## src/shared/lsl_pkg.sv

```systemverilog
// Package: constants and types shared by both ends of the link startup sequencer.
// Assumes a single 100 MHz clock common to both ends.
`default_nettype none
package lsl_pkg;
  // ==========================================================
  // Timing
  localparam int CLK_MHZ = 100;
  localparam int POWERUP_MS = 2;
  localparam int POWERUP_CYCLES = POWERUP_MS * 1000 * CLK_MHZ;
  localparam int LINK_WAIT_MS = 3;
  localparam int LINK_WAIT_CYCLES = LINK_WAIT_MS * 1000 * CLK_MHZ;
  localparam int LOCK_ACQ_US = 1;
  localparam int LOCK_ACQ_CYCLES = LOCK_ACQ_US * CLK_MHZ;
  localparam int ACK_WAIT_CYCLES = 64;
  // ==========================================================
  // Control channel targets and register offsets
  localparam logic TGT_DES = 1'b0;
  localparam logic TGT_SER = 1'b1;
  localparam logic [1:0] ADDR_LINK = 2'h0;
  localparam logic [1:0] ADDR_MISC = 2'h1;
  localparam logic [1:0] ADDR_SER_EN = 2'h2;
  localparam logic [1:0] ADDR_STATUS = 2'h3;
  // ==========================================================
  // Field positions
  localparam int LB_DRS = 0;
  localparam int LB_BWS = 1;
  localparam int LB_EDC = 2;
  localparam int EN_CFG = 0;
  localparam int EN_SER = 1;
  localparam int ST_PWR_OK = 2;
  localparam int ST_LOST = 3;
  // ==========================================================
  // Reset values
  localparam logic [2:0] LINK_BITS_RST = 3'h0;
  localparam logic [7:0] MISC_RST = 8'h00;
  // ==========================================================
  // Link state
  typedef enum logic [1:0] {LSL_UNLOCKED, LSL_CFG_LOCKED, LSL_VID_LOCKED} lsl_state_e;
endpackage : lsl_pkg
`default_nettype wire

```

## src/shared/lsl_if.sv

```systemverilog
// Interface: serial link and control channel between deserializer end and host end.
// Assumes both ends share clock and resetn; the testbench instantiates it.
`timescale 1ns/1ps
`default_nettype none
interface lsl_if (
  input wire logic clock,
  input wire logic resetn
);
  logic cfg_link_on;
  logic video_link_on;
  logic [2:0] ser_link_bits;
  logic ctl_wr;
  logic ctl_rd;
  logic ctl_tgt;
  logic [1:0] ctl_addr;
  logic [7:0] ctl_wdata;
  logic des_ack;
  logic [7:0] des_rdata;
  logic ctl_avail;
  logic lock;
  modport dev (
    input cfg_link_on, video_link_on, ser_link_bits, ctl_wr, ctl_rd, ctl_tgt, ctl_addr, ctl_wdata,
    output des_ack, des_rdata, ctl_avail, lock
  );
  modport host (
    output cfg_link_on, video_link_on, ser_link_bits, ctl_wr, ctl_rd, ctl_tgt, ctl_addr, ctl_wdata,
    input des_ack, des_rdata, ctl_avail, lock
  );
endinterface : lsl_if
`default_nettype wire

```

## src/rtl/lsl_host_end.sv

```systemverilog
// Host end: serializer register model plus the microcontroller startup sequence.
// Assumes the deserializer end on the same lsl_if and the same clock.
`timescale 1ns/1ps
`default_nettype none
module lsl_host_end #(
  parameter int LINK_WAIT = lsl_pkg::LINK_WAIT_CYCLES,
  parameter int ACK_WAIT = lsl_pkg::ACK_WAIT_CYCLES
) (
  input wire logic clock,
  input wire logic resetn,
  lsl_if.host lnk,
  input wire logic start,
  input wire logic sensing_mode,
  input wire logic [2:0] target_bits,
  input wire logic [7:0] target_misc,
  output logic busy,
  output logic done,
  output logic nack_seen
);
  import lsl_pkg::*;
  localparam int WCW = $clog2((LINK_WAIT > ACK_WAIT ? LINK_WAIT : ACK_WAIT) + 1);
  if (LINK_WAIT < 1 || ACK_WAIT < 1) begin : g_chk
    $error("lsl_host_end: wait counts must be at least one");
  end

  typedef enum logic [3:0] {
    H_IDLE, H_CFG_EN, H_DES_BIT, H_SER_BIT, H_DES_REST, H_SER_REST, H_VID_EN, H_ACK, H_WAIT, H_DONE
  } lsl_hst_e;

  // ==========================================================
  // Serializer model
  logic boot_q;
  logic sens_q;
  logic cfg_en_q;
  logic ser_en_q;
  logic [2:0] ser_bits_q;
  logic [7:0] ser_misc_q;
  logic ser_ack_q;
  wire ser_wr = lnk.ctl_wr & (lnk.ctl_tgt == TGT_SER);
  wire ser_reach = ~sens_q | lnk.ctl_avail; // Sensing: serializer answers only over a live link; its writes apply regardless
  // Strap caught after reset release; sensing serializer starts video itself
  always_ff @(posedge clock or negedge resetn) begin
    if (!resetn) begin
      boot_q <= 1'b0;
      sens_q <= 1'b0;
      cfg_en_q <= 1'b0;
      ser_en_q <= 1'b0;
      ser_bits_q <= LINK_BITS_RST;
      ser_misc_q <= MISC_RST;
      ser_ack_q <= 1'b0;
    end else begin
      boot_q <= 1'b1;
      ser_ack_q <= ser_wr & ser_reach;
      if (!boot_q) begin
        sens_q <= sensing_mode;
        ser_en_q <= sensing_mode;
      end else if (ser_wr) begin
        if (lnk.ctl_addr == ADDR_LINK) ser_bits_q <= lnk.ctl_wdata[2:0];
        if (lnk.ctl_addr == ADDR_MISC) ser_misc_q <= lnk.ctl_wdata;
        if (lnk.ctl_addr == ADDR_SER_EN) begin
          cfg_en_q <= lnk.ctl_wdata[EN_CFG];
          ser_en_q <= lnk.ctl_wdata[EN_SER];
        end
      end
    end
  end
  // Video link overrides configuration link
  assign lnk.cfg_link_on = cfg_en_q & ~ser_en_q;
  assign lnk.video_link_on = ser_en_q;
  assign lnk.ser_link_bits = ser_bits_q;

  // ==========================================================
  // Controller sequence
  lsl_hst_e st_q, st_d, ret_q, ret_d, aft_q, aft_d;
  logic [WCW-1:0] cnt_q;
  logic [1:0] idx_q;
  logic [2:0] acc_q;
  logic wr_q, tgt_q, tgt_d, iss;
  logic [1:0] addr_q, addr_d;
  logic [7:0] data_q, data_d;
  wire [2:0] acc_set = acc_q | (target_bits & (3'h1 << idx_q));
  wire ack_in = lnk.des_ack | ser_ack_q;
  wire ack_to = cnt_q == WCW'(ACK_WAIT - 1);
  wire wait_end = cnt_q == WCW'(LINK_WAIT - 1);
  // Next state; each step issues one write and waits for its answer
  always_comb begin
    st_d = st_q;
    ret_d = ret_q;
    aft_d = aft_q;
    iss = 1'b0;
    tgt_d = TGT_SER;
    addr_d = ADDR_LINK;
    data_d = 8'h00;
    unique case (st_q)
      H_IDLE: if (start) st_d = sensing_mode ? H_DES_BIT : H_CFG_EN;
      H_CFG_EN: begin // Enable configuration link, then wait
        iss = 1'b1;
        addr_d = ADDR_SER_EN;
        data_d = 8'h01 << EN_CFG;
        ret_d = H_WAIT;
        aft_d = H_DES_BIT;
      end
      H_DES_BIT: begin // Deserializer bit first
        iss = 1'b1;
        tgt_d = TGT_DES;
        data_d = {5'h00, acc_set};
        ret_d = H_SER_BIT;
      end
      H_SER_BIT: begin // Matching serializer bit, then wait
        iss = 1'b1;
        data_d = {5'h00, acc_q};
        ret_d = H_WAIT;
        aft_d = (idx_q == 2'h2) ? H_DES_REST : H_DES_BIT;
      end
      H_DES_REST: begin // Remaining bits only after link bits
        iss = 1'b1;
        tgt_d = TGT_DES;
        addr_d = ADDR_MISC;
        data_d = target_misc;
        ret_d = H_SER_REST;
      end
      H_SER_REST: begin
        iss = 1'b1;
        addr_d = ADDR_MISC;
        data_d = target_misc;
        ret_d = H_VID_EN;
      end
      H_VID_EN: begin // Start video and wait for it
        iss = 1'b1;
        addr_d = ADDR_SER_EN;
        data_d = 8'h01 << EN_SER;
        ret_d = H_WAIT;
        aft_d = H_DONE;
      end
      H_ACK: if (ack_in || ack_to) st_d = ret_q; // Missing answer tolerated
      H_WAIT: if (wait_end) st_d = aft_q;
      H_DONE: st_d = H_IDLE;
      default: st_d = H_IDLE;
    endcase
    if (iss) st_d = H_ACK;
  end
  // Sequence registers
  always_ff @(posedge clock or negedge resetn) begin
    if (!resetn) begin
      st_q <= H_IDLE;
      ret_q <= H_IDLE;
      aft_q <= H_IDLE;
      cnt_q <= '0;
      idx_q <= 2'h0;
      acc_q <= LINK_BITS_RST;
      wr_q <= 1'b0;
      tgt_q <= TGT_SER;
      addr_q <= ADDR_LINK;
      data_q <= 8'h00;
    end else begin
      st_q <= st_d;
      ret_q <= ret_d;
      aft_q <= aft_d;
      wr_q <= iss;
      tgt_q <= tgt_d;
      addr_q <= addr_d;
      data_q <= data_d;
      cnt_q <= (st_d == st_q && (st_q == H_ACK || st_q == H_WAIT)) ? cnt_q + WCW'(1) : '0;
      if (st_q == H_IDLE && start) begin
        acc_q <= sensing_mode ? target_bits : LINK_BITS_RST;
        idx_q <= sensing_mode ? 2'h2 : 2'h0;
      end
      if (st_q == H_DES_BIT) acc_q <= acc_set;
      if (st_q == H_SER_BIT && idx_q != 2'h2) idx_q <= idx_q + 2'h1;
    end
  end
  assign lnk.ctl_wr = wr_q;
  assign lnk.ctl_rd = 1'b0;
  assign lnk.ctl_tgt = tgt_q;
  assign lnk.ctl_addr = addr_q;
  assign lnk.ctl_wdata = data_q;
  // User status
  always_ff @(posedge clock or negedge resetn) begin
    if (!resetn) begin
      busy <= 1'b0;
      done <= 1'b0;
      nack_seen <= 1'b0;
    end else begin
      busy <= st_d != H_IDLE;
      done <= st_q == H_DONE;
      if (st_q == H_IDLE && start) nack_seen <= 1'b0;
      else if (st_q == H_ACK && ack_to && !ack_in) nack_seen <= 1'b1;
    end
  end
endmodule : lsl_host_end
`default_nettype wire

```

## src/flat_wrapper.sv

```systemverilog
// flat-port wrapper written by rule: the top's interface ports become plain ports
module lsl_host_end_flat import lsl_pkg::*;
#(
  parameter int LINK_WAIT = lsl_pkg::LINK_WAIT_CYCLES,
  parameter int ACK_WAIT = lsl_pkg::ACK_WAIT_CYCLES
)
  (clock, resetn, start, sensing_mode, target_bits, target_misc, busy, done, nack_seen, lnk_cfg_link_on, lnk_video_link_on, lnk_ser_link_bits, lnk_ctl_wr, lnk_ctl_rd, lnk_ctl_tgt, lnk_ctl_addr, lnk_ctl_wdata, lnk_des_ack, lnk_des_rdata, lnk_ctl_avail, lnk_lock);
  lsl_if lnk_i (.clock(clock), .resetn(resetn));
  input wire logic clock;
  input wire logic resetn;
  input wire logic start;
  input wire logic sensing_mode;
  input wire logic [2:0] target_bits;
  input wire logic [7:0] target_misc;
  output logic busy;
  output logic done;
  output logic nack_seen;
  output wire logic [$bits(lnk_i.cfg_link_on)-1:0] lnk_cfg_link_on;
  output wire logic [$bits(lnk_i.video_link_on)-1:0] lnk_video_link_on;
  output wire logic [$bits(lnk_i.ser_link_bits)-1:0] lnk_ser_link_bits;
  output wire logic [$bits(lnk_i.ctl_wr)-1:0] lnk_ctl_wr;
  output wire logic [$bits(lnk_i.ctl_rd)-1:0] lnk_ctl_rd;
  output wire logic [$bits(lnk_i.ctl_tgt)-1:0] lnk_ctl_tgt;
  output wire logic [$bits(lnk_i.ctl_addr)-1:0] lnk_ctl_addr;
  output wire logic [$bits(lnk_i.ctl_wdata)-1:0] lnk_ctl_wdata;
  input wire logic [$bits(lnk_i.des_ack)-1:0] lnk_des_ack;
  input wire logic [$bits(lnk_i.des_rdata)-1:0] lnk_des_rdata;
  input wire logic [$bits(lnk_i.ctl_avail)-1:0] lnk_ctl_avail;
  input wire logic [$bits(lnk_i.lock)-1:0] lnk_lock;
  assign lnk_cfg_link_on = lnk_i.cfg_link_on;
  assign lnk_video_link_on = lnk_i.video_link_on;
  assign lnk_ser_link_bits = lnk_i.ser_link_bits;
  assign lnk_ctl_wr = lnk_i.ctl_wr;
  assign lnk_ctl_rd = lnk_i.ctl_rd;
  assign lnk_ctl_tgt = lnk_i.ctl_tgt;
  assign lnk_ctl_addr = lnk_i.ctl_addr;
  assign lnk_ctl_wdata = lnk_i.ctl_wdata;
  assign lnk_i.des_ack = lnk_des_ack;
  assign lnk_i.des_rdata = lnk_des_rdata;
  assign lnk_i.ctl_avail = lnk_ctl_avail;
  assign lnk_i.lock = lnk_lock;
  lsl_host_end #(.LINK_WAIT(LINK_WAIT), .ACK_WAIT(ACK_WAIT)) u_core (.clock(clock), .resetn(resetn), .lnk(lnk_i), .start(start), .sensing_mode(sensing_mode), .target_bits(target_bits), .target_misc(target_misc), .busy(busy), .done(done), .nack_seen(nack_seen));
endmodule
```

## config.mk

```make
export PLATFORM = sky130hd
export DESIGN_NAME = lsl_host_end_flat
export DESIGN_NICKNAME = d
export VERILOG_FILES = /design/src/shared/lsl_pkg.sv /design/src/shared/lsl_if.sv /design/src/rtl/lsl_host_end.sv /design/src/flat_wrapper.sv
export SDC_FILE = /design/constraint.sdc
export NUM_CORES = 1
export LEC_CHECK = 0
export ABC_AREA = 1
export BUFFER_PORTS_ARGS = -buffer_cell sky130_fd_sc_hd__buf_2
export CAP_MARGIN = 20
export CORE_AREA = 2 2 94 96
export DETAILED_ROUTE_END_ITERATION = 10
export DIE_AREA = 0 0 96 98
export SLEW_MARGIN = 25
export SYNTH_ARGS = -nofsm -noshare
export SYNTH_HDL_FRONTEND = slang
export SYNTH_SLANG_ARGS = --single-unit
```

## constraint.sdc

```tcl
create_clock -name clock -period 5 [get_ports clock]
set_input_delay 0.25 -clock clock [delete_from_list [all_inputs] [get_ports clock]]
set_output_delay 0.25 -clock clock [all_outputs]
set_load 0.01 [all_outputs]
```

Word level (Yosys, flattened, before mapping)
Cells that the tools add are included.
{"block": "classes", "n_addsub": 2, "n_mul": 0, "div_mod_pow": 0, "magnitude_cmp": 0, "n_eq_ne": 17, "n_shift": 1, "mux": 25, "bitwise_logic": 9, "n_reduce_logical": 24}
{"op": "$pmux W8 S5", "count": 1}
{"op": "$pmux W4 S4", "count": 2}
{"op": "$add A19 B1 Y19 const B", "count": 1}
{"op": "$eq A19 B19 Y1 const B", "count": 1}
{"op": "$eq A19 B6 Y1 const B", "count": 1}
{"op": "$mux W19", "count": 1}
{"op": "$eq A4 B3 Y1 const B", "count": 4}
{"op": "$mux W4", "count": 4}
{"op": "$mux W3", "count": 4}
{"op": "$pmux W4 S3", "count": 1}
{"op": "$eq A4 B2 Y1 const B", "count": 2}
{"op": "$eq A4 B4 Y1 const B", "count": 2}
{"op": "$mux W2", "count": 4}
{"op": "$reduce_bool A4 Y1", "count": 2}
{"op": "$mux W1", "count": 7}
{"op": "$ne A2 B2 Y1 const B", "count": 3}
{"op": "$reduce_and A3 Y1", "count": 2}
{"op": "$reduce_bool A2 Y1", "count": 3}
{"op": "$reduce_or A2 Y1", "count": 3}
{"op": "$reduce_or A6 Y1", "count": 1}
{"op": "$logic_and A1 B1 Y1", "count": 5}
{"op": "$eq A2 B2 Y1 const B", "count": 2}
{"op": "$eq A4 B1 Y1 const B", "count": 1}
{"op": "$eq A4 B4 Y1", "count": 1}
{"op": "15 further kinds", "count": 20}
{"block": "word_totals", "reg_bits": 59, "latchBits": 0, "mem_bits_rw": 0, "rom_bits": 0, "in_bits": 26, "output_inout_bits": 21, "elab_cells": 97, "memories": 0}

Longest topological paths before layout
Gate-level depths: netlist of run 1.
{"block": "depth", "ltp_word": 8, "depth_mapped": 16, "depth_no_buf": 15}

Worst setup path after synthesis of run 1
OpenSTA, ideal clock, no wires.
{"block": "synth_path", "path_type": "register to register", "startpoint": "reg u_core.cnt_q[0]", "endpoint": "reg u_core.cnt_q[16]", "setup_ns": 0.072, "t_arrival_ns": 1.827, "t_required_ns": 4.928, "slack_ns": 3.101, "path_stages_with_launch": 17, "path_buffers": 1, "period_less_slack_ns": 1.899, "cell_sequence": "dfrtp_1 -> ha_1 -> nand2_1 -> nor2_2 -> inv_1 -> nor2_1 -> nand2_1 -> nand2_1 -> nand2_1 -> nand2_1 -> nand4_2 -> nand2_1 -> nand2_1 -> nor2_2 -> nand2_4 -> buf_6 -> nor2_1"}
{"block": "synth_via", "elab_chain_cells": 8, "elab_cells_between_ends": 11, "classes_between": "add/sub: 1; eq/ne: 3; mux: 5; reduce/logical: 2"}
{"item": "from (decl)", "line": "lsl_host_end.sv:75", "source": "logic [WCW-1:0] cnt_q;"}
{"item": "from (signal assigned)", "line": "lsl_host_end.sv:163", "source": "cnt_q <= (st_d == st_q && (st_q == H_ACK || st_q == H_WAIT)) ? cnt_q + WCW'(1) : '0;"}
{"item": "$eq A19 B6 Y1", "line": "lsl_host_end.sv:83", "source": "wire ack_to = cnt_q == WCW'(ACK_WAIT - 1);"}
{"item": "$logic_or A1 B1 Y1", "line": "lsl_host_end.sv:135", "source": "H_ACK: if (ack_in || ack_to) st_d = ret_q;"}
{"item": "$mux W4", "line": "lsl_host_end.sv:135"}
{"item": "$pmux W4 S4 (*)", "line": "lsl_host_end.sv:94", "source": "unique case (st_q)"}
{"item": "$mux W4 (*)", "line": "lsl_host_end.sv:140", "source": "if (iss) st_d = H_ACK;"}
{"item": "named net u_core.st_d[0]", "line": "lsl_host_end.sv:74", "source": "lsl_hst_e st_q, st_d, ret_q, ret_d, aft_q, aft_d;"}
{"item": "$eq A4 B4 Y1 (*)", "line": "lsl_host_end.sv:163"}
{"item": "$logic_and A1 B1 Y1 (*)", "line": "lsl_host_end.sv:163"}
{"item": "$mux W19 (*)", "line": "lsl_host_end.sv:163"}
Mark *: on every way through the listed nets, which the timed path passes. The rest lies on a longest branch.
A chain may end at the register's enable or synchronous reset.

Worst setup path after layout of run 1
{"block": "layout_path", "startpoint": "reg u_core.cnt_q[0]", "endpoint": "reg u_core.cnt_q[18]"}
{"block": "layout_via", "elab_chain_cells": 8, "elab_cells_between_ends": 11, "classes_between": "add/sub: 1; eq/ne: 3; mux: 5; reduce/logical: 2"}
{"item": "$eq A19 B6 Y1", "line": "lsl_host_end.sv:83"}
{"item": "$logic_or A1 B1 Y1", "line": "lsl_host_end.sv:135"}
{"item": "$mux W4", "line": "lsl_host_end.sv:135"}
{"item": "$pmux W4 S4", "line": "lsl_host_end.sv:94"}
{"item": "$mux W4", "line": "lsl_host_end.sv:140"}
{"item": "$eq A4 B4 Y1", "line": "lsl_host_end.sv:163"}
{"item": "$logic_and A1 B1 Y1", "line": "lsl_host_end.sv:163"}
{"item": "$mux W19 (*)", "line": "lsl_host_end.sv:163"}
Mark *: on every way between the ends. The rest lies on a longest branch, timed or not.

==> impl_metrics.py, run 1 <==
metrics = {
    "yosys": {
        "synthXorXnorAreaFrac_pct": 4.58,
        "synth_area_leaders": "dfrtp_1 50%, nand2_1 9.6%, nor2_1 7.8%, inv_1 5.9%, nand3_1 3.3%",
        "async_flop_share_pct": 100,
        "synth_top_family_by_area": "simple AND/OR/NAND/NOR gates",
        "syn_inst": 339,
        "ys_warn_count": 0,
        "yosys-top-cells-count": "73 x nand2_1, 60 x nor2_1, 57 x dfrtp_1",
        "synth_compound_area_share_pct": 3.79,
        "yosysTopAreaCellShare_pct": 49.7,
        "synth-adder-area-share_pct": 1.74,
        "seq_area_frac_synth_pct": 50.6,
        "synth.area.mux_share_pct": 1.18,
        "syn_area_per_cell_um2": 8.46,
        "syn_area_um2": 2870,
        "synth-edff-count": 0,
        "synth_fp_nets": 369,
        "synth.most_common_cell": "nand2_1",
        "synthFlopType": "dfrtp_1",
        "yosysTopAreaCell": "dfrtp_1",
        "synth-seq-cells": 58,
        "synth.distinct_cells": 36,
        "synth_simple_gate_area_share_pct": 31.0,
    },
    "run": {
        "drv_cap": 0,
    },
    "min_path": {
        "hold_class": "in -> async",
    },
    "setup_path": {
        "arrival_ns": 2.48,
        "rr_startpoint": "u_core.cnt_q[0]",
        "worstPathMaxFanout": 4,
        "crit_chain": "ha_1 > nand2_1 > nor2_2 > nand2_1 > nor2_1 > nand3_1 > nor4_1 > nand3_1 > xor2_1 > nor2_1",
        "cpMaxStageDelayCell": "dfrtp_1",
        "worstSetupPathType": "reg -> reg",
        "endpoint_kind": "flop",
        "reg2reg_slack_ns": 2.77,
        "worst_ep_required_time_ns": 5.25,
        "cp-startpoint": "u_core.cnt_q[0]",
        "critPathBufInv": 0,
        "cpPeakStageDelay_ns": 0.39,
        "worstRegToRegCells": 10,
        "path_delay_family": "simple AND/OR/NAND/NOR gates",
        "startpoint_type": "flop",
        "r2r-end": "u_core.cnt_q[18]",
    },
    "final_layout": {
        "final.fill_count": 864,
        "diodes": 0,
        "syn_to_final_growth_pct": 19.2,
        "regArea_um2": 1450,
        "drive_gt1_share_pct": 21.1,
        "multiInputGateArea_um2": 1220,
        "fin_nets": 414,
    },
    "route": {
        "vias_per_cell": 4.58,
        "drt-wirelength-per-cell_um": 11.9,
        "routed_wl_um": 5930,
        "antenna_left": 0,
        "post-route-drc-count": 0,
        "drtPass1Iterations": 4,
        "dr_total_vias": 2274,
        "drt-initial-drc-count": 129,
    },
    "global_route": {
        "use_met2_pct": 22.9,
        "grt-busiest-layer": "met2",
        "antenna_found_initial": 0,
        "met1_usage_pct": 18.3,
        "grt_pass1_vias": 2305,
        "grt_max_degree": 59,
        "track_usage_pct": 14.2,
        "grt-ovfl-total": 0,
        "met3_usage_pct": 2.62,
        "grt_pass1_wl_um": 10500,
    },
    "placement": {
        "port_buffers": 36,
        "place_hpwl_um": 4270,
        "gp_congestion": 0.870,
    },
    "sta": {
        "timing.hold.ws_ns": 0.0424,
        "finalSetupTns_ns": 0,
        "finalHoldViolCount": 0,
        "worst_pin_slew_ns": 0.765,
        "drv_slew": 0,
        "fin_crit_ns": 2.23,
        "maxSlewHeadroom_pct": 49.0,
        "rsz0062_at_grt": "no",
        "skew_ns": 0.00743,
        "period_share_pct": 44.5,
        "setup_viol": 0,
        "max_freq_mhz": 449,
    },
    "floorplanning": {
        "initial_core_util_pct": 33.9,
        "fp.dieW_um": 96,
        "die-height_um": 98,
        "rows": 34,
        "ioPinCount": 47,
        "core-area_um2": 8470,
        "die-area_um2": 9410,
    },
    "status": {
        "status": "finished clean",
    },
    "clock_tree": {
        "cts.root.buffer_cell": "clkbuf_8",
        "clkTransAtPathRegs_ns": 0.07,
        "htreeDepth": 3,
        "cts_buffer_depth": 2,
        "cts-resized-gates": 0,
        "cts_setup_buffers": 0,
        "cts_buffers": 9,
        "clock_sinks": 58,
        "clock_latency_ns": 0.33,
        "cts_hold_buf": 0,
        "cts_tree": "built",
    },
    "power": {
        "p_leak_uw": 0.00167,
        "ir_drop_mv": 0.222,
        "power.density_nw_per_um2": 565,
    },
}
flip-flops by register name, summed over array words and instances, names as in the netlist:
register	cells
u_core.done	1
u_core.ret_q	4
u_core.ser_ack_q	1
u_core.cnt_q	19
u_core.st_q	4
u_core.acc_q	3
u_core.boot_q	1
u_core.lnk.video_link_on	1
u_core.lnk.ctl_wdata	8
u_core.busy	1
u_core.lnk.ctl_wr	1
u_core.lnk.ctl_tgt	1
u_core.lnk.ser_link_bits	3
u_core.sens_q	1
u_core.cfg_en_q	1
u_core.lnk.ctl_addr	2
u_core.idx_q	2
u_core.nack_seen	1
u_core.aft_q	3
worst reg2reg max path: cells and delay by family (launching register included):
kind,cells,cell delay (ns)
and+or+nand+nor,8,1.38
xor gates and xnor gates,1,0.17
adders and majority gates,1,0.22
DFF,1,0.39
cells in the final DEF (no fill, tap or decap), types with 2 or more instances in the layout:
cell and n:
nor3_1 2, a31oi_1 4, nor2_2 11, conb_1 2
nand4_1 8, nor3_2 2, nor4_1 2, nand3_1 19
dfrtp_1 57, buf_2 36, o21ai_0 7, nor2_1 60
o2111ai_1 2, ha_1 4, a21oi_1 2, mux2_2 3
clkbuf_8 11, nand2_1 73, xnor2_1 5, nand3_2 3
bufinv_16 3, nand2_4 3, clkinv_2 2, inv_1 45
xor2_1 10
worst max path at each step:
stage,depth (start not counted),to
4_1_cts,10,u_core.cnt_q[18]
3_5_place_dp,10,u_core.cnt_q[18]
2_1_floorplan,16,u_core.cnt_q[16]
3_3_place_gp,10,u_core.cnt_q[18]
5_1_grt,10,u_core.cnt_q[18]
6_report,10,u_core.cnt_q[18]
cells by family (layout without fill, tap and decap cells):
family | Yosys count | count (layout)
other | 2 | 2
multiplexers | 3 | 3
AND/OR/NAND/NOR | 190 | 190
buffers and inverters | 49 | 99
AO/OA/AOI/OAI | 18 | 18
flip-flops | 58 | 58
adder cells (fa/ha/maj) | 4 | 4
XOR/XNOR | 15 | 15
through the flow:
| step | utilization [%] | cells | power, uW | area [um^2] | setup WS, ns |
|---|---|---|---|---|---|
| after floorplan | - | 339 | 1200 | 2870 | 3.10 |
| after global placement | 37.4 | 481 | 1380 | 3170 | 2.80 |
| after detailed placement | 37.4 | 481 | 1400 | 3170 | 2.75 |
| after CTS | 40.4 | 497 | 1960 | 3420 | 2.74 |
| after global routing | 40.4 | 497 | 2080 | 3420 | 2.51 |
| final | 40.4 | 497 | 1930 | 3420 | 2.77 |
power by group:
group	total (uW)	leakage, uW	internal, uW	switching (uW)
registers	681	0.000748	604	77.7
clock network	541	0.000129	357	184
logic	709	0.000792	243	466
total	1930	0.00167	1200	728
routing by layer:
layer / vias up / share of wire, %
met5: - / 0
met4: 0 / 1.7
met3: 8 / 3.8
met2: 45 / 46
met1: 1071 / 48
li1: 1150 / -
area by class of cell:
type                    count  area share (%)
inverters                  46            5.05
repair buffers             37            5.49
clock inverters             5            2.93
well taps                 108            3.95
multi-input cells         232            35.7
flip-flops and latches     58            42.5
clock buffers              11            4.43
Power figures use the tool's default switching activity.
==> run 2, diff against run 1 <==
Clock period 5 ns to 1.8 ns, I/O delays scaled along.
==> run 2 against run 1 <==
The run now ends with negative setup slack left. Total power increased to 3.5 times the previous value. Cell count is 16% higher. Largest cell class unchanged. Combinational power rose to 4.9 times the previous value. First-iteration DRC count is 19% higher. Sequential share of layout area decreased by 8.5 points. Critical endpoint is now u_core.cnt_q[1]. Flip-flop and latch count did not move. Clock power increased to 2.8 times the previous value.
==> impl_metrics.py, run 2 (synthesis gave the netlist of run 1 again) <==
metrics = {
    "power": {
        "pwr-share-seq_pct": 27.6,
        "combPwrFrac_pct": 50.5,
        "ir_drop_mv": 0.560,
        "switchingPower_uw": 2620,
        "p_leak_uw": 0.00205,
        "p_sw_share_pct": 38.4,
        "power.density_nw_per_um2": 1600,
        "p_int_uw": 4200,
        "clockPowerShare_pct": 21.9,
    },
    "placement": {
        "placed_cells": 536,
        "dpl_cell_area_um2": 3600,
        "dp_slack_ns": -0.175,
        "gp_congestion": 0.860,
        "port_buffers": 36,
        "place_hpwl_um": 4700,
    },
    "status": {
        "status": "complete, but fails checks",
        "violations": "negative setup slack",
    },
    "sta": {
        "skew_ns": 0.00752,
        "drv_slew": 0,
        "rsz0062_at_grt": "yes",
        "fin_crit_ns": 2.03,
        "finalHoldViolCount": 0,
        "period_share_pct": 113,
        "timing.hold.ws_ns": 0.00700,
        "setup_viol": 21,
        "max_freq_mhz": 493,
        "setup_slack_ns": -0.227,
    },
    "final_layout": {
        "largest_register": "u_core.cnt_q",
        "drive_gt1_share_pct": 41.7,
        "final_area_um2": 4270,
        "diodes": 0,
        "final_cell_mix": "66 x buf_4, 57 x dfrtp_1, 55 x nand2_1",
        "fin_nets": 493,
        "syn_to_final_growth_pct": 48.9,
        "final_util_pct": 50.5,
        "final.fill_count": 770,
        "final_common_cell": "buf_4",
        "largest_register_ffs": 19,
        "fin_cells": 576,
    },
    "global_route": {
        "grt_pass1_vias": 2598,
        "track_usage_pct": 16.2,
        "grt_max_degree": 59,
        "grt_pass1_wl_um": 11800,
        "antenna_found_initial": 0,
        "grt-ovfl-total": 0,
    },
    "floorplanning": {
        "rows": 34,
        "fp.dieW_um": 96,
        "die-area_um2": 9410,
        "initial_core_util_pct": 33.9,
        "die-height_um": 98,
        "core-area_um2": 8470,
        "ioPinCount": 47,
    },
    "setup_path": {
        "rr_startpoint": "u_core.cnt_q[1]",
        "crit_top_cell": "nand2_2",
        "path_delay_family": "simple AND/OR/NAND/NOR gates",
        "critPathBufInv": 1,
        "worstRegToRegCells": 14,
        "endpoint_kind": "flop",
        "cpMaxStageDelayCell": "dfrtp_1",
        "cpPeakStageDelay_ns": 0.36,
        "startpoint_type": "flop",
        "worstPathMaxFanout": 5,
        "reg2reg_slack_ns": -0.23,
        "crit_chain": "ha_2 > nand3_2 > nor2_1 > nand3_1 > nand2_2 > nand2_2 > nand2_2 > nand4_2 > nand2_2 > nand2_2 > nor2_4 > buf_12 > nand2_8 > nor2_4",
        "arrival_ns": 2.30,
        "r2r-end": "u_core.cnt_q[1]",
        "worst_ep_required_time_ns": 2.07,
        "worstSetupPathType": "reg -> reg",
    },
    "route": {
        "antenna_left": 0,
        "drtPass1Iterations": 4,
        "drt-initial-drc-count": 153,
        "post-route-drc-count": 0,
        "drt-wirelength-per-cell_um": 12.3,
        "vias_per_cell": 4.53,
        "routed_wl_um": 7110,
        "dr_total_vias": 2610,
    },
    "clock_tree": {
        "clock_sinks": 58,
        "cts_tree": "built",
        "clkTransAtPathRegs_ns": 0.07,
        "cts_buffer_depth": 2,
        "htreeDepth": 3,
        "cts.root.buffer_cell": "clkbuf_8",
        "clock_latency_ns": 0.33,
        "cts_buffers": 9,
    },
    "run": {
        "drv_cap": 0,
    },
    "min_path": {
        "hold-path-cell-count": 3,
        "hold_class": "in -> reg",
        "min_to": "u_core.ser_ack_q",
        "hold_start": "lnk_ctl_avail",
    },
}
==> run 2: what timing repair did <==
action | CTS | global route
pin swaps | 11 | 19
hold endpoints to repair | 63 | 0
endpoints found under the setup margin | 19 | 28
gates resized for setup | 21 | 39
buffers inserted | 6 | 8
cloned | 3 | 0
hold buffers | 7 | 0
==> run 2: per-stage QoR <==
stage | setup TNS (ns) | power (uW)
after floorplan | -0.587 | 3340
after global placement | -1.82 | 4300
after detailed placement | -2.66 | 4360
after CTS | -2.49 | 6450
after global routing | -7.01 | 7320
final | -4.19 | 6820
==> run 2: worst max-delay path by stage <==
stage | startpoint | to | slack, ns | cells past startpoint
floorplan | u_core.cnt_q[0] | u_core.cnt_q[16] | -0.07 | 16
global placement | u_core.cnt_q[12] | u_core.cnt_q[16] | -0.10 | 13
detailed placement | u_core.cnt_q[1] | u_core.cnt_q[13] | -0.18 | 13
CTS | u_core.cnt_q[0] | u_core.cnt_q[14] | -0.15 | 14
global route | u_core.cnt_q[1] | u_core.cnt_q[1] | -0.36 | 14
finish | u_core.cnt_q[1] | u_core.cnt_q[1] | -0.23 | 14
==> run 2: worst reg2reg max path: cells and delay by family (launching register included) <==
kind / cells / cell delay (ns)
simple gates: 12 / 1.24
flops: 1 / 0.36
buf+inv: 1 / 0.16
fa+ha+maj: 1 / 0.22
==> run 2: area by class of cell <==
class	count	area [um^2]	area share, %
clock inverters	5	100	2.34
repair buffers	113	812	19.0
well taps	108	135	3.16
inverters	46	173	4.04
flip-flops and latches	58	1450	34.0
clock buffers	11	151	3.54
multi-input cells	235	1450	33.9
==> run 2: power groups by stage <==
stage / Sequential, uW / Combinational [uW] / Clock (uW)
2_1_floorplan: 1940 / 1400 / 0
3_3_place_gp: 1890 / 2420 / 0
3_5_place_dp: 1900 / 2460 / 0
4_1_cts: 1880 / 3030 / 1540
5_1_grt: 1930 / 3800 / 1580
6_report: 1880 / 3450 / 1490
==> run 2: routing by layer <==
metal | wire length, um | up-vias | GRT usage [%]
met3 | 338 | 6 | 3.16
met5 | 0 | - | 0
li1 | - | 1318 | -
met1 | 3140 | 1232 | 20.7
met4 | 71 | 0 | 7.25
met2 | 3560 | 54 | 26.2
==> run 3, diff against run 2 <==
Clock period 1.8 ns to 2.1 ns, I/O delays scaled along.
==> run 3 against run 2 <==
Critical endpoint is now u_core.cnt_q[2]. Global-route usage is 1.9 points lower. Sequential power is 14% lower. Largest cell class unchanged. Routed wire length decreased by 10%. Setup slack improved by 0.35 ns. The run now ends clean. Sequential share of layout area up 4.2 points. Clock-buffer cell count fell by 1. Via count is 7.4% lower. Critical path depth is 1 higher. Total power fell by 25%. Critical path type unchanged.
==> impl_metrics.py, run 3 (synthesis gave the netlist of run 1 again) <==
metrics = {
    "global_route": {
        "grt_max_degree": 59,
        "antenna_found_initial": 0,
        "grt-ovfl-total": 0,
        "grt_pass1_vias": 2358,
        "track_usage_pct": 14.2,
        "grt_pass1_wl_um": 10400,
    },
    "status": {
        "status": "finished clean",
    },
    "final_layout": {
        "drive_gt1_share_pct": 30.0,
        "final_util_pct": 45.0,
        "fin_nets": 448,
        "largest_register_ffs": 19,
        "final.fill_count": 848,
        "largest_register": "u_core.cnt_q",
        "syn_to_final_growth_pct": 32.7,
        "diodes": 0,
        "final_common_cell": "nand2_1",
        "final_cell_mix": "69 x nand2_1, 55 x dfrtp_1, 50 x nor2_1",
    },
    "setup_path": {
        "path_delay_family": "simple AND/OR/NAND/NOR gates",
        "worstSetupPathType": "reg -> reg",
        "startpoint_type": "flop",
        "reg2reg_slack_ns": 0.12,
        "worstPathMaxFanout": 5,
        "arrival_ns": 2.25,
        "crit_chain": "ha_4 > nand2_1 > nor2_4 > buf_4 > buf_4 > nand4_1 > nand2_1 > inv_1 > nand3_2 > nand2_1 > nand2_1 > nor2_4 > buf_12 > nand2_4 > nor2_2",
        "cpMaxStageDelayCell": "dfrtp_1",
        "path_depth": 15,
        "crit_top_cell": "nand2_1",
        "r2r-end": "u_core.cnt_q[2]",
        "worst_ep_required_time_ns": 2.37,
        "cpPeakStageDelay_ns": 0.41,
        "endpoint_kind": "flop",
        "worstSetupEndpoint": "u_core.cnt_q[2]",
        "cp-startpoint": "u_core.cnt_q[1]",
        "rr_startpoint": "u_core.cnt_q[1]",
        "worstRegToRegCells": 15,
        "critPathBufInv": 4,
    },
    "floorplanning": {
        "initial_core_util_pct": 33.9,
        "die-height_um": 98,
        "fp.dieW_um": 96,
        "die-area_um2": 9410,
        "core-area_um2": 8470,
        "rows": 34,
        "ioPinCount": 47,
    },
    "power": {
        "p_leak_uw": 0.00185,
        "power.density_nw_per_um2": 1350,
        "p_int_uw": 3130,
        "combPwrFrac_pct": 44.1,
        "pwr-share-seq_pct": 31.4,
        "clockPowerShare_pct": 24.5,
        "p_sw_share_pct": 39.1,
        "switchingPower_uw": 2010,
        "ir_drop_mv": 0.589,
        "p_total_uw": 5130,
    },
    "sta": {
        "drv_slew": 0,
        "setup_slack_ns": 0.119,
        "fin_crit_ns": 1.98,
        "setup_viol": 0,
        "max_freq_mhz": 505,
        "finalHoldViolCount": 0,
        "period_share_pct": 94.3,
        "skew_ns": 0.0111,
        "finalSetupTns_ns": 0,
    },
    "route": {
        "vias_per_cell": 4.55,
        "drt-wirelength-per-cell_um": 12.0,
        "routed_wl_um": 6370,
        "drt-initial-drc-count": 105,
        "dr_total_vias": 2417,
        "antenna_left": 0,
        "drtPass1Iterations": 5,
        "post-route-drc-count": 0,
    },
    "clock_tree": {
        "cts_buffers": 9,
        "clkTransAtPathRegs_ns": 0.08,
        "cts_buffer_depth": 2,
        "clock_latency_ns": 0.34,
        "cts.root.buffer_cell": "clkbuf_8",
        "clock_sinks": 58,
        "cts_tree": "built",
        "htreeDepth": 3,
    },
    "run": {
        "drv_cap": 0,
    },
    "placement": {
        "place_hpwl_um": 4340,
        "port_buffers": 36,
        "dp_slack_ns": 0.0437,
        "gp_congestion": 0.864,
    },
    "min_path": {
        "hold_class": "in -> reg",
    },
}
## run 3: cell types whose count changed in the layout (fill, tap and decap cells not counted), sizes merged
cell and delta:
dlygate4sd3 +1, clkbuf -1, buf -46, clkinvlp +1
## run 3: final cells by class
class	instances	area, um^2	share of cell area (%)
Sequential cell	58	1460	38.2
Multi-Input combinational cell	235	1330	35.0
Timing Repair Buffer	68	469	12.3
Inverter	46	173	4.54
Tap cell	108	135	3.55
Clock buffer	10	128	3.35
Clock inverter	6	115	3.02
## run 3: worst reg2reg max path: stages (launching register included)
cell and delay (ns):
dfrtp_1 0.41, ha_4 0.18, nand2_1 0.10, nor2_4 0.04, buf_4 0.12, buf_4 0.12
nand4_1 0.08, nand2_1 0.05, inv_1 0.09, nand3_2 0.10, nand2_1 0.07, nand2_1 0.08
nor2_4 0.14, buf_12 0.14, nand2_4 0.09, nor2_2 0.09
## run 3: worst min path at each step
stage | startpoint | endpoint | slack, ns | depth (start not counted)
after floorplan | resetn | u_core.acc_q[0] | -0.19 | 0
after global placement | resetn | u_core.cnt_q[16] | 0.13 | 2
after detailed placement | resetn | u_core.cnt_q[16] | 0.14 | 2
after CTS | target_misc[1] | u_core.lnk.ctl_wdata[1] | 0.01 | 3
after global routing | target_misc[0] | u_core.lnk.ctl_wdata[0] | 0.02 | 3
final | target_misc[1] | u_core.lnk.ctl_wdata[1] | 0.02 | 3
## run 3: power by group through the flow
stage	clock, uW	combinational [uW]	sequential [uW]
floorplan	0	1200	1660
global placement	0	1790	1620
detailed placement	0	1810	1630
CTS	1290	1840	1610
global route	1350	2510	1650
finish	1260	2260	1610
## run 3: per-stage QoR
step           cell area, um^2  instances  hold WS [ns]
2_1_floorplan             2870        339        -0.191
3_5_place_dp              3280        494         0.137
4_1_cts                   3600        518        0.0102
3_3_place_gp              3280        494         0.134
6_report                  3810        531        0.0229
5_1_grt                   3810        531        0.0178
## run 3: routing by layer
layer / track usage [%] / wire length [um]
met5: 0 / 0
met4: 7.14 / 142
met3: 4.09 / 298
met2: 22.1 / 3080
met1: 17.9 / 2860
## run 3: what timing repair did
| item | CTS | global route |
|---|---|---|
| gates resized for setup | 0 | 28 |
| endpoints found under the setup margin | 0 | 19 |
| hold endpoints to repair | 64 | 0 |
| hold buffers | 8 | 0 |
| buffers inserted | 0 | 10 |
